$ cat src/nsrd_map.svh
`ifndef NSRD_MAP_SVH
`define NSRD_MAP_SVH
// termination criterion: consecutive non-fast intervals
`define NSRD_TERM_COUNT      3'd5
// least run counter value for a declared run
`define NSRD_MIN_RUN         8'd1
// running mean window length, in intervals
`define NSRD_MEAN_LEN        3'd4
`define NSRD_MEAN_SHIFT      2
// fast/slow boundary in ms
`define NSRD_FAST_LIMIT_MS   12'd220
`define NSRD_MEAN_INIT       12'hFFF
`define NSRD_RATE_INIT       8'h00
`define NSRD_IMP_INIT        16'h0000
`endif

$ cat src/nsrd_pkg.sv
package nsrd_pkg;
  typedef logic [11:0] nsrd_ms_t;
  typedef enum logic [1:0] {
    NSRD_IDLE,
    NSRD_RUN,
    NSRD_HELD
  } nsrd_state_t;
endpackage : nsrd_pkg

$ cat src/nsrd_detector.sv
`timescale 1ns/1ps
`include "nsrd_map.svh"
module nsrd_detector #(
  parameter int CW = 8,
  parameter int TW = 16
) (
  // clock and reset
  input  wire logic                 core_clk,
  input  wire logic                 reset_n,
  // interval stream from sensing path
  input  wire logic                 interval_valid,
  input  wire nsrd_pkg::nsrd_ms_t   interval_ms,
  input  wire logic                 interval_in_fast_zone,
  input  wire logic [CW-1:0]        detection_count,
  input  wire logic                 full_detection,
  input  wire logic                 episode_end,
  // recording enables and episode classes
  input  wire logic                 run_record_en,
  input  wire logic                 svt_record_en,
  input  wire logic                 af_record_en,
  input  wire logic                 crt_record_en,
  input  wire logic                 supraventricular_episode,
  input  wire logic                 atrial_fibrillation_episode,
  input  wire logic                 resync_pacing_interrupt,
  // time base
  input  wire logic                 day_tick,
  input  wire logic                 minute_tick,
  input  wire logic                 monitor_interval_end,
  input  wire logic                 telemetry_en,
  input  wire logic [7:0]           periodic_days,
  input  wire logic [10:0]          minute_of_day,
  input  wire logic [10:0]          rest_start_min,
  input  wire logic [10:0]          rest_duration_min,
  input  wire logic [7:0]           intrinsic_rate,
  input  wire logic                 intrinsic_rate_valid,
  // impedance
  input  wire logic                 sensed_ventricular,
  input  wire logic [15:0]          impedance_value,
  input  wire logic                 impedance_valid,
  // wave-amplitude test
  input  wire logic                 sensing_test_delay_en,
  input  wire logic [9:0]           permanent_av_delay,
  input  wire logic [9:0]           test_av_delay,
  input  wire logic                 amplitude_test_active,
  // outputs
  output logic                      record_trigger,
  output logic                      run_declared,
  output logic                      run_is_fast,
  output logic [TW-1:0]             run_total,
  output logic [TW-1:0]             run_fast_total,
  output logic [TW-1:0]             run_slow_total,
  output logic [TW-1:0]             trend_fast,
  output logic [TW-1:0]             trend_slow,
  output logic                      trend_valid,
  output logic [7:0]                resting_rate,
  output logic                      resting_rate_valid,
  output logic                      impedance_strobe,
  output logic [15:0]               daily_impedance,
  output logic                      daily_impedance_valid,
  output logic [9:0]                active_av_delay
);
  import nsrd_pkg::*;

  logic rst_s1_r, rst_s2_r;
  always_ff @(posedge core_clk or negedge reset_n) begin
    if (!reset_n) begin
      rst_s1_r <= 1'b0;
      rst_s2_r <= 1'b0;
    end else begin
      rst_s1_r <= 1'b1;
      rst_s2_r <= rst_s1_r;
    end
  end
  wire rst_n = rst_s2_r;

  nsrd_state_t state_r, state_nxt;
  logic [CW-1:0] run_cnt_r, run_cnt_nxt;
  logic [2:0]    quiet_r, quiet_nxt;
  nsrd_ms_t      win_r [4];
  logic [2:0]    win_fill_r;
  nsrd_ms_t      min_mean_r;
  logic [TW-1:0] tot_r, fast_r, slow_r, mon_fast_r, mon_slow_r;
  logic          other_rec_r;

  // running mean over the last four fast intervals
  wire [13:0] win_sum = {2'b00, win_r[0]} + {2'b00, win_r[1]}
                      + {2'b00, win_r[2]} + {2'b00, interval_ms};
  wire nsrd_ms_t cur_mean = win_sum[13:2];
  wire mean_ok = (win_fill_r >= 3'd3);
  wire take = interval_valid && run_record_en;
  wire fast_iv = take && interval_in_fast_zone;
  wire slow_iv = take && !interval_in_fast_zone;
  // declared run: enough quiet, counter nonzero, below detection
  wire declare = slow_iv && (state_r == NSRD_RUN)
              && (quiet_r == `NSRD_TERM_COUNT - 3'd1)
              && (run_cnt_r >= CW'(`NSRD_MIN_RUN))
              && (run_cnt_r < detection_count);
  wire nsrd_ms_t final_min = (mean_ok && fast_iv && cur_mean < min_mean_r)
                           ? cur_mean : min_mean_r;
  wire declare_fast = (min_mean_r < `NSRD_FAST_LIMIT_MS);

  always_comb begin
    state_nxt   = state_r;
    run_cnt_nxt = run_cnt_r;
    quiet_nxt   = quiet_r;
    case (state_r)
      NSRD_IDLE: begin
        if (fast_iv) begin
          state_nxt   = NSRD_RUN;
          run_cnt_nxt = CW'(1);
          quiet_nxt   = 3'd0;
        end
      end
      NSRD_RUN: begin
        if (fast_iv) begin
          run_cnt_nxt = run_cnt_r + CW'(1);
          quiet_nxt   = 3'd0;
        end else if (declare) begin
          state_nxt   = NSRD_IDLE;
          run_cnt_nxt = '0;
          quiet_nxt   = 3'd0;
        end else if (slow_iv) begin
          quiet_nxt = quiet_r + 3'd1;
          if (quiet_r == `NSRD_TERM_COUNT - 3'd1) begin
            state_nxt   = NSRD_IDLE;
            run_cnt_nxt = '0;
            quiet_nxt   = 3'd0;
          end
        end
      end
      NSRD_HELD: begin
        if (episode_end) state_nxt = NSRD_IDLE;
      end
      default: state_nxt = NSRD_IDLE;
    endcase
    if (full_detection) begin
      state_nxt   = NSRD_HELD;
      run_cnt_nxt = '0;
      quiet_nxt   = 3'd0;
    end
    if (!run_record_en) begin
      state_nxt   = NSRD_IDLE;
      run_cnt_nxt = '0;
      quiet_nxt   = 3'd0;
    end
  end

  always_ff @(posedge core_clk or negedge rst_n) begin
    if (!rst_n) begin
      state_r   <= NSRD_IDLE;
      run_cnt_r <= '0;
      quiet_r   <= 3'd0;
    end else begin
      state_r   <= state_nxt;
      run_cnt_r <= run_cnt_nxt;
      quiet_r   <= quiet_nxt;
    end
  end

  // mean window, reset at run start
  wire run_start = fast_iv && (state_r == NSRD_IDLE) && !full_detection;
  always_ff @(posedge core_clk or negedge rst_n) begin
    if (!rst_n) begin
      win_r[0]   <= '0;
      win_r[1]   <= '0;
      win_r[2]   <= '0;
      win_r[3]   <= '0;
      win_fill_r <= 3'd0;
      min_mean_r <= `NSRD_MEAN_INIT;
    end else if (run_start) begin
      win_r[0]   <= interval_ms;
      win_fill_r <= 3'd1;
      min_mean_r <= `NSRD_MEAN_INIT;
    end else if (fast_iv && state_r == NSRD_RUN) begin
      win_r[2]   <= win_r[1];
      win_r[1]   <= win_r[0];
      win_r[0]   <= interval_ms;
      win_r[3]   <= cur_mean;
      win_fill_r <= mean_ok ? win_fill_r : win_fill_r + 3'd1;
      min_mean_r <= final_min;
    end
  end

  // run totals, fast/slow split, monitoring interval trend
  always_ff @(posedge core_clk or negedge rst_n) begin
    if (!rst_n) begin
      tot_r <= '0; fast_r <= '0; slow_r <= '0;
      mon_fast_r <= '0; mon_slow_r <= '0;
      trend_fast <= '0; trend_slow <= '0; trend_valid <= 1'b0;
      record_trigger <= 1'b0; run_declared <= 1'b0; run_is_fast <= 1'b0;
    end else begin
      record_trigger <= declare || other_rec_r;
      run_declared   <= declare;
      trend_valid    <= monitor_interval_end && run_record_en;
      if (declare) begin
        tot_r       <= tot_r + TW'(1);
        run_is_fast <= declare_fast;
        if (declare_fast) fast_r <= fast_r + TW'(1);
        else slow_r <= slow_r + TW'(1);
      end
      if (monitor_interval_end) begin
        trend_fast <= mon_fast_r + TW'(declare && declare_fast);
        trend_slow <= mon_slow_r + TW'(declare && !declare_fast);
        mon_fast_r <= '0;
        mon_slow_r <= '0;
      end else if (declare) begin
        if (declare_fast) mon_fast_r <= mon_fast_r + TW'(1);
        else mon_slow_r <= mon_slow_r + TW'(1);
      end
      if (!run_record_en) begin
        tot_r <= '0; fast_r <= '0; slow_r <= '0;
        mon_fast_r <= '0; mon_slow_r <= '0;
        trend_fast <= '0; trend_slow <= '0;
      end
    end
  end
  assign run_total      = tot_r;
  assign run_fast_total = fast_r;
  assign run_slow_total = slow_r;

  // other episode classes and periodic recording
  logic [7:0] day_cnt_r;
  wire period_hit = day_tick && !telemetry_en && (periodic_days != 8'h00)
                 && (day_cnt_r + 8'd1 >= periodic_days);
  wire class_rec = (supraventricular_episode && svt_record_en)
                || (atrial_fibrillation_episode && af_record_en)
                || (resync_pacing_interrupt && crt_record_en);
  always_ff @(posedge core_clk or negedge rst_n) begin
    if (!rst_n) begin
      day_cnt_r   <= 8'h00;
      other_rec_r <= 1'b0;
    end else begin
      other_rec_r <= class_rec || period_hit;
      if (telemetry_en || period_hit) day_cnt_r <= 8'h00;
      else if (day_tick) day_cnt_r <= day_cnt_r + 8'd1;
    end
  end

  // resting rate window (minutes, wraps midnight)
  wire [11:0] rest_end = {1'b0, rest_start_min} + {1'b0, rest_duration_min};
  wire [11:0] mod_now  = {1'b0, minute_of_day};
  wire [11:0] mod_late = mod_now + 12'd1440;
  wire in_rest = (mod_now >= {1'b0, rest_start_min} && mod_now < rest_end)
              || (mod_late < rest_end);
  logic [7:0] rest_min_r;
  logic       rest_seen_r, in_rest_q_r;
  always_ff @(posedge core_clk or negedge rst_n) begin
    if (!rst_n) begin
      rest_min_r <= 8'hFF; rest_seen_r <= 1'b0; in_rest_q_r <= 1'b0;
      resting_rate <= `NSRD_RATE_INIT; resting_rate_valid <= 1'b0;
    end else begin
      in_rest_q_r <= in_rest;
      resting_rate_valid <= 1'b0;
      if (in_rest_q_r && !in_rest) begin
        resting_rate       <= rest_min_r;
        resting_rate_valid <= rest_seen_r;
        rest_min_r  <= 8'hFF;
        rest_seen_r <= 1'b0;
      end else if (in_rest && intrinsic_rate_valid) begin
        rest_seen_r <= 1'b1;
        if (intrinsic_rate < rest_min_r) rest_min_r <= intrinsic_rate;
      end
    end
  end

  // impedance: strobe on sensed beat, daily average
  logic [31:0] imp_sum_r;
  logic [15:0] imp_n_r;
  always_ff @(posedge core_clk or negedge rst_n) begin
    if (!rst_n) begin
      impedance_strobe <= 1'b0;
      imp_sum_r <= 32'h0000_0000; imp_n_r <= 16'h0000;
      daily_impedance <= `NSRD_IMP_INIT; daily_impedance_valid <= 1'b0;
    end else begin
      impedance_strobe <= sensed_ventricular;
      if (day_tick) begin
        if (imp_n_r != 16'h0000) begin
          daily_impedance <= 16'(imp_sum_r / {16'h0000, imp_n_r});
          daily_impedance_valid <= 1'b1;
        end
        // a sample on the day boundary opens the new day
        imp_sum_r <= impedance_valid ? {16'h0000, impedance_value} : 32'h0000_0000;
        imp_n_r   <= impedance_valid ? 16'h0001 : 16'h0000;
      end else if (impedance_valid && imp_n_r != 16'hFFFF) begin
        imp_sum_r <= imp_sum_r + {16'h0000, impedance_value};
        imp_n_r   <= imp_n_r + 16'd1;
      end
    end
  end

  // av delay during amplitude test
  wire [9:0] av_sel = (amplitude_test_active && sensing_test_delay_en)
                    ? test_av_delay : permanent_av_delay;
  logic [9:0] av_r;
  always_ff @(posedge core_clk or negedge rst_n) begin
    if (!rst_n) av_r <= 10'h000;
    else av_r <= av_sel;
  end
  assign active_av_delay = av_r;

  wire unused_ok = win_r[3][0];
endmodule : nsrd_detector

$ cat config.mk
export PLATFORM = sky130hd
export DESIGN_NAME = nsrd_detector
export DESIGN_NICKNAME = d
export VERILOG_FILES = /design/src/nsrd_pkg.sv /design/src/nsrd_detector.sv
export VERILOG_INCLUDE_DIRS = /design/src
export SDC_FILE = /design/constraint.sdc
export NUM_CORES = 2
export LEC_CHECK = 0
export BUFFER_PORTS_ARGS = -buffer_cell sky130_fd_sc_hd__buf_2
export CORE_MARGIN = 3
export CORE_UTILIZATION = 39
export CTS_BUF_LIST = sky130_fd_sc_hd__clkbuf_8
export CTS_CLUSTER_DIAMETER = 30
export CTS_CLUSTER_SIZE = 28
export DETAILED_ROUTE_END_ITERATION = 8
export SYNTH_ARGS = -nofsm -noshare
export SYNTH_HDL_FRONTEND = slang
export SYNTH_SLANG_ARGS = --single-unit
export TNS_END_PERCENT = 1
$ cat constraint.sdc
create_clock -name core_clk -period 11.7 [get_ports core_clk]
set_clock_uncertainty 0.2 [all_clocks]
set_input_delay 0.585 -clock core_clk [delete_from_list [all_inputs] [get_ports core_clk]]
set_output_delay 0.585 -clock core_clk [all_outputs]
set_load 0.005 [all_outputs]
==> reports/results.ini <==
[floorplan]
die_area_um2=103000
die_y_um=320
start_util_pct=39.6
core_area_um2=97300
ios=248
die_w_um=320
rows=114

[synth]
ys_async_sr_fraction_pct=100
synthAdderAreaFrac_pct=18.1
synthMuxAreaShare_pct=4.84
synthXorXnorAreaFrac_pct=7.87
synth-simple-area-share_pct=22.4
synth_top_cell_by_area=dfrtp_1
netlist_instances=4836
synth.cells.most_frequent=513 x ha_1, 446 x nand2_1, 417 x nor2_1, 300 x a21oi_1, 267 x o21ai_0
yosysMostFrequentCell=ha_1
synth_top_family_by_area=compound AO/OA/AOI/OAI gates
synth_flop_cell=dfrtp_1
syn_area_per_cell_um2=7.96
syn-cell-area_um2=38500
yosysUniqueCellTypes=123
ys_ff_latch=286
synth-seq-area-share_pct=18.7
synthTopCellsByArea=dfrtp_1 17%, ha_1 17%, xnor2_1 4.7%
synth_compound_area_share_pct=24.6
synth_top_area_share_pct=17.3
yosysWarnings=0
synth_fp_nets=5502
synth-edff-count=0

[timing]
hold-worst-slack_ps=86.0
timing.final.crit_share_pct=658
worst_slack_ps=-65230
rsz0062_at_grt=true
drv_slew=0
finalHoldViolations=0
setup_viol=16
slew_headroom_pct=38.4
min_period_ps=76930
fmax_ghz=0.0130
worstMarginPinSlew_ps=925

[critical_path]
r2r-start=imp_n_r[0]
cpMaxStageDelayCell=or4_4
timing.critical_path.buf_inv=23
r2r_slack_ps=-65230
required_ps=12070
worstSetupEndpointType=flop
crit_top_cell=o21a_1
worstSetupPathType=reg2reg
cp-start-kind=flop
cp_slowest_stage_delay_ps=590
path_delay_family=compound AO/OA/AOI/OAI gates
r2r_end=daily_impedance[0]
arrival_ps=77300
critPathMaxFanout=12
r2r.worst_path.cells=431

[cells_and_area]
multi_input_area_um2=32100
fin_nets=7285
syn_to_final_growth_pct=48.9
fin_util_pct=58.9
regArea_um2=7190
final_layout_size_suffix_gt1_share_pct=38.0
stdcell_area_um2=57300
fill_cells=8720

[global_routing]
grtUsageTotal_pct=25.2
grt_first_pass_wirelength_mm=214
antenna_found_initial=7
overflow=0
grt_pass1_vias=42400
grt_max_degree=74

[run_status]
status=finished with violations
failed_checks=setup timing

[cts]
cts.sinks=286
cts_tree=built
clockBufferDepth=3
cts_buffers=80
clock_latency_ps=730
h-tree-depth=3
clkTransAtPathRegs_ps=60
cts-root-buf=clkbuf_8

[worst_hold_path]
hold_class=in2reg
hold_start=run_record_en
hold_end=run_total[5]
min_path_cells=2

[drt]
wl_per_cell_um=16.7
drtIter0Drc=2386
drc=0
viasPerCell=5.32
ant_nets=0
vias=42300
drt-pass1-iter-count=6
drt-total-wl_mm=133

[placement]
port_buffers=246
dp_worst_setup_slack_ps=-66940
hpwl_mm=104
placed_area_um2=52300
place_congestion=0.947

[flow_run]
cap_violations=0

## metrics by stage
stage | std cells | TNS, ps
after floorplan | 4836 | -641260
after global placement | 7591 | -617770
after detailed placement | 7591 | -634000
after CTS | 7928 | -606240
after global routing | 7962 | -658320
final | 7962 | -610320
## timing repair
action / CTS / global route
hold endpoints to repair: 58 / 0
setup endpoints to repair: 16 / 16
setup buffers: 123 / 33
hold buffers: 66 / 0
gates resized for setup: 128 / 98
pin swaps: 113 / 116
## state kept, by name, summed over array words and instances, names as in the netlist, 8 cells and up
| register | cells |
|---|---|
| imp_n_r | 16 |
| imp_sum_r | 32 |
| mon_slow_r | 16 |
| resting_rate | 8 |
| mon_fast_r | 16 |
| trend_slow | 16 |
| day_cnt_r | 8 |
| min_mean_r | 12 |
| daily_impedance | 16 |
| trend_fast | 16 |
| run_fast_total | 16 |
| run_total | 16 |
| active_av_delay | 10 |
| run_slow_total | 16 |
| win_r | 36 |
| run_cnt_r | 8 |
| rest_min_r | 8 |
## area by class of cell
class,instances,share of cell area [%]
inverter,180,1.18
antenna,1,0.00436
timing repair buffer,1869,23.9
clock buffer,92,2.21
clock inverter,56,1.42
multi-input combinational,4202,55.9
tap,1276,2.78
sequential,286,12.5
## worst max-delay path by stage
stage	to	slack [ps]	startpoint	cells after the start
6_report	daily_impedance[0]	-65230	imp_n_r[0]	431
5_1_grt	daily_impedance[0]	-70400	imp_n_r[15]	438
4_1_cts	daily_impedance[0]	-64890	imp_n_r[0]	432
3_5_place_dp	daily_impedance[0]	-66940	imp_n_r[12]	431
3_3_place_gp	daily_impedance[0]	-65320	imp_n_r[12]	430
2_1_floorplan	daily_impedance[0]	-68450	imp_n_r[0]	461
## cells in the final DEF (no fill, tap or decap), types with 201 or more instances in the layout
cell type	count
dfrtp_1	264
buf_4	1534
ha_1	469
nand2_1	436
nor2_1	383
buf_2	246
nor3_1	201
a21oi_1	233
o21ai_0	225
xnor2_1	208
## per-layer routing
metal	vias to the layer above	part of all wire [%]	track usage, %
met5	-	0	0
met4	0	3.3	8.86
met3	225	3.9	2.71
met2	863	46	42.6
met1	19800	47	33.5
li1	21400	-	-
## cells by family (layout without fill, tap and decap cells)
kind of cell,after synthesis,in the layout
compound gates,1398,1398
xor+xnor,345,345
fa+ha+maj,540,540
buf+inv,348,2197
flops,286,286
mux,169,169
other cells,1,2
simple gates,1749,1749
Power is not shown: default switching activity piles up to over one toggle a cycle in this logic, so the estimate is an artifact.
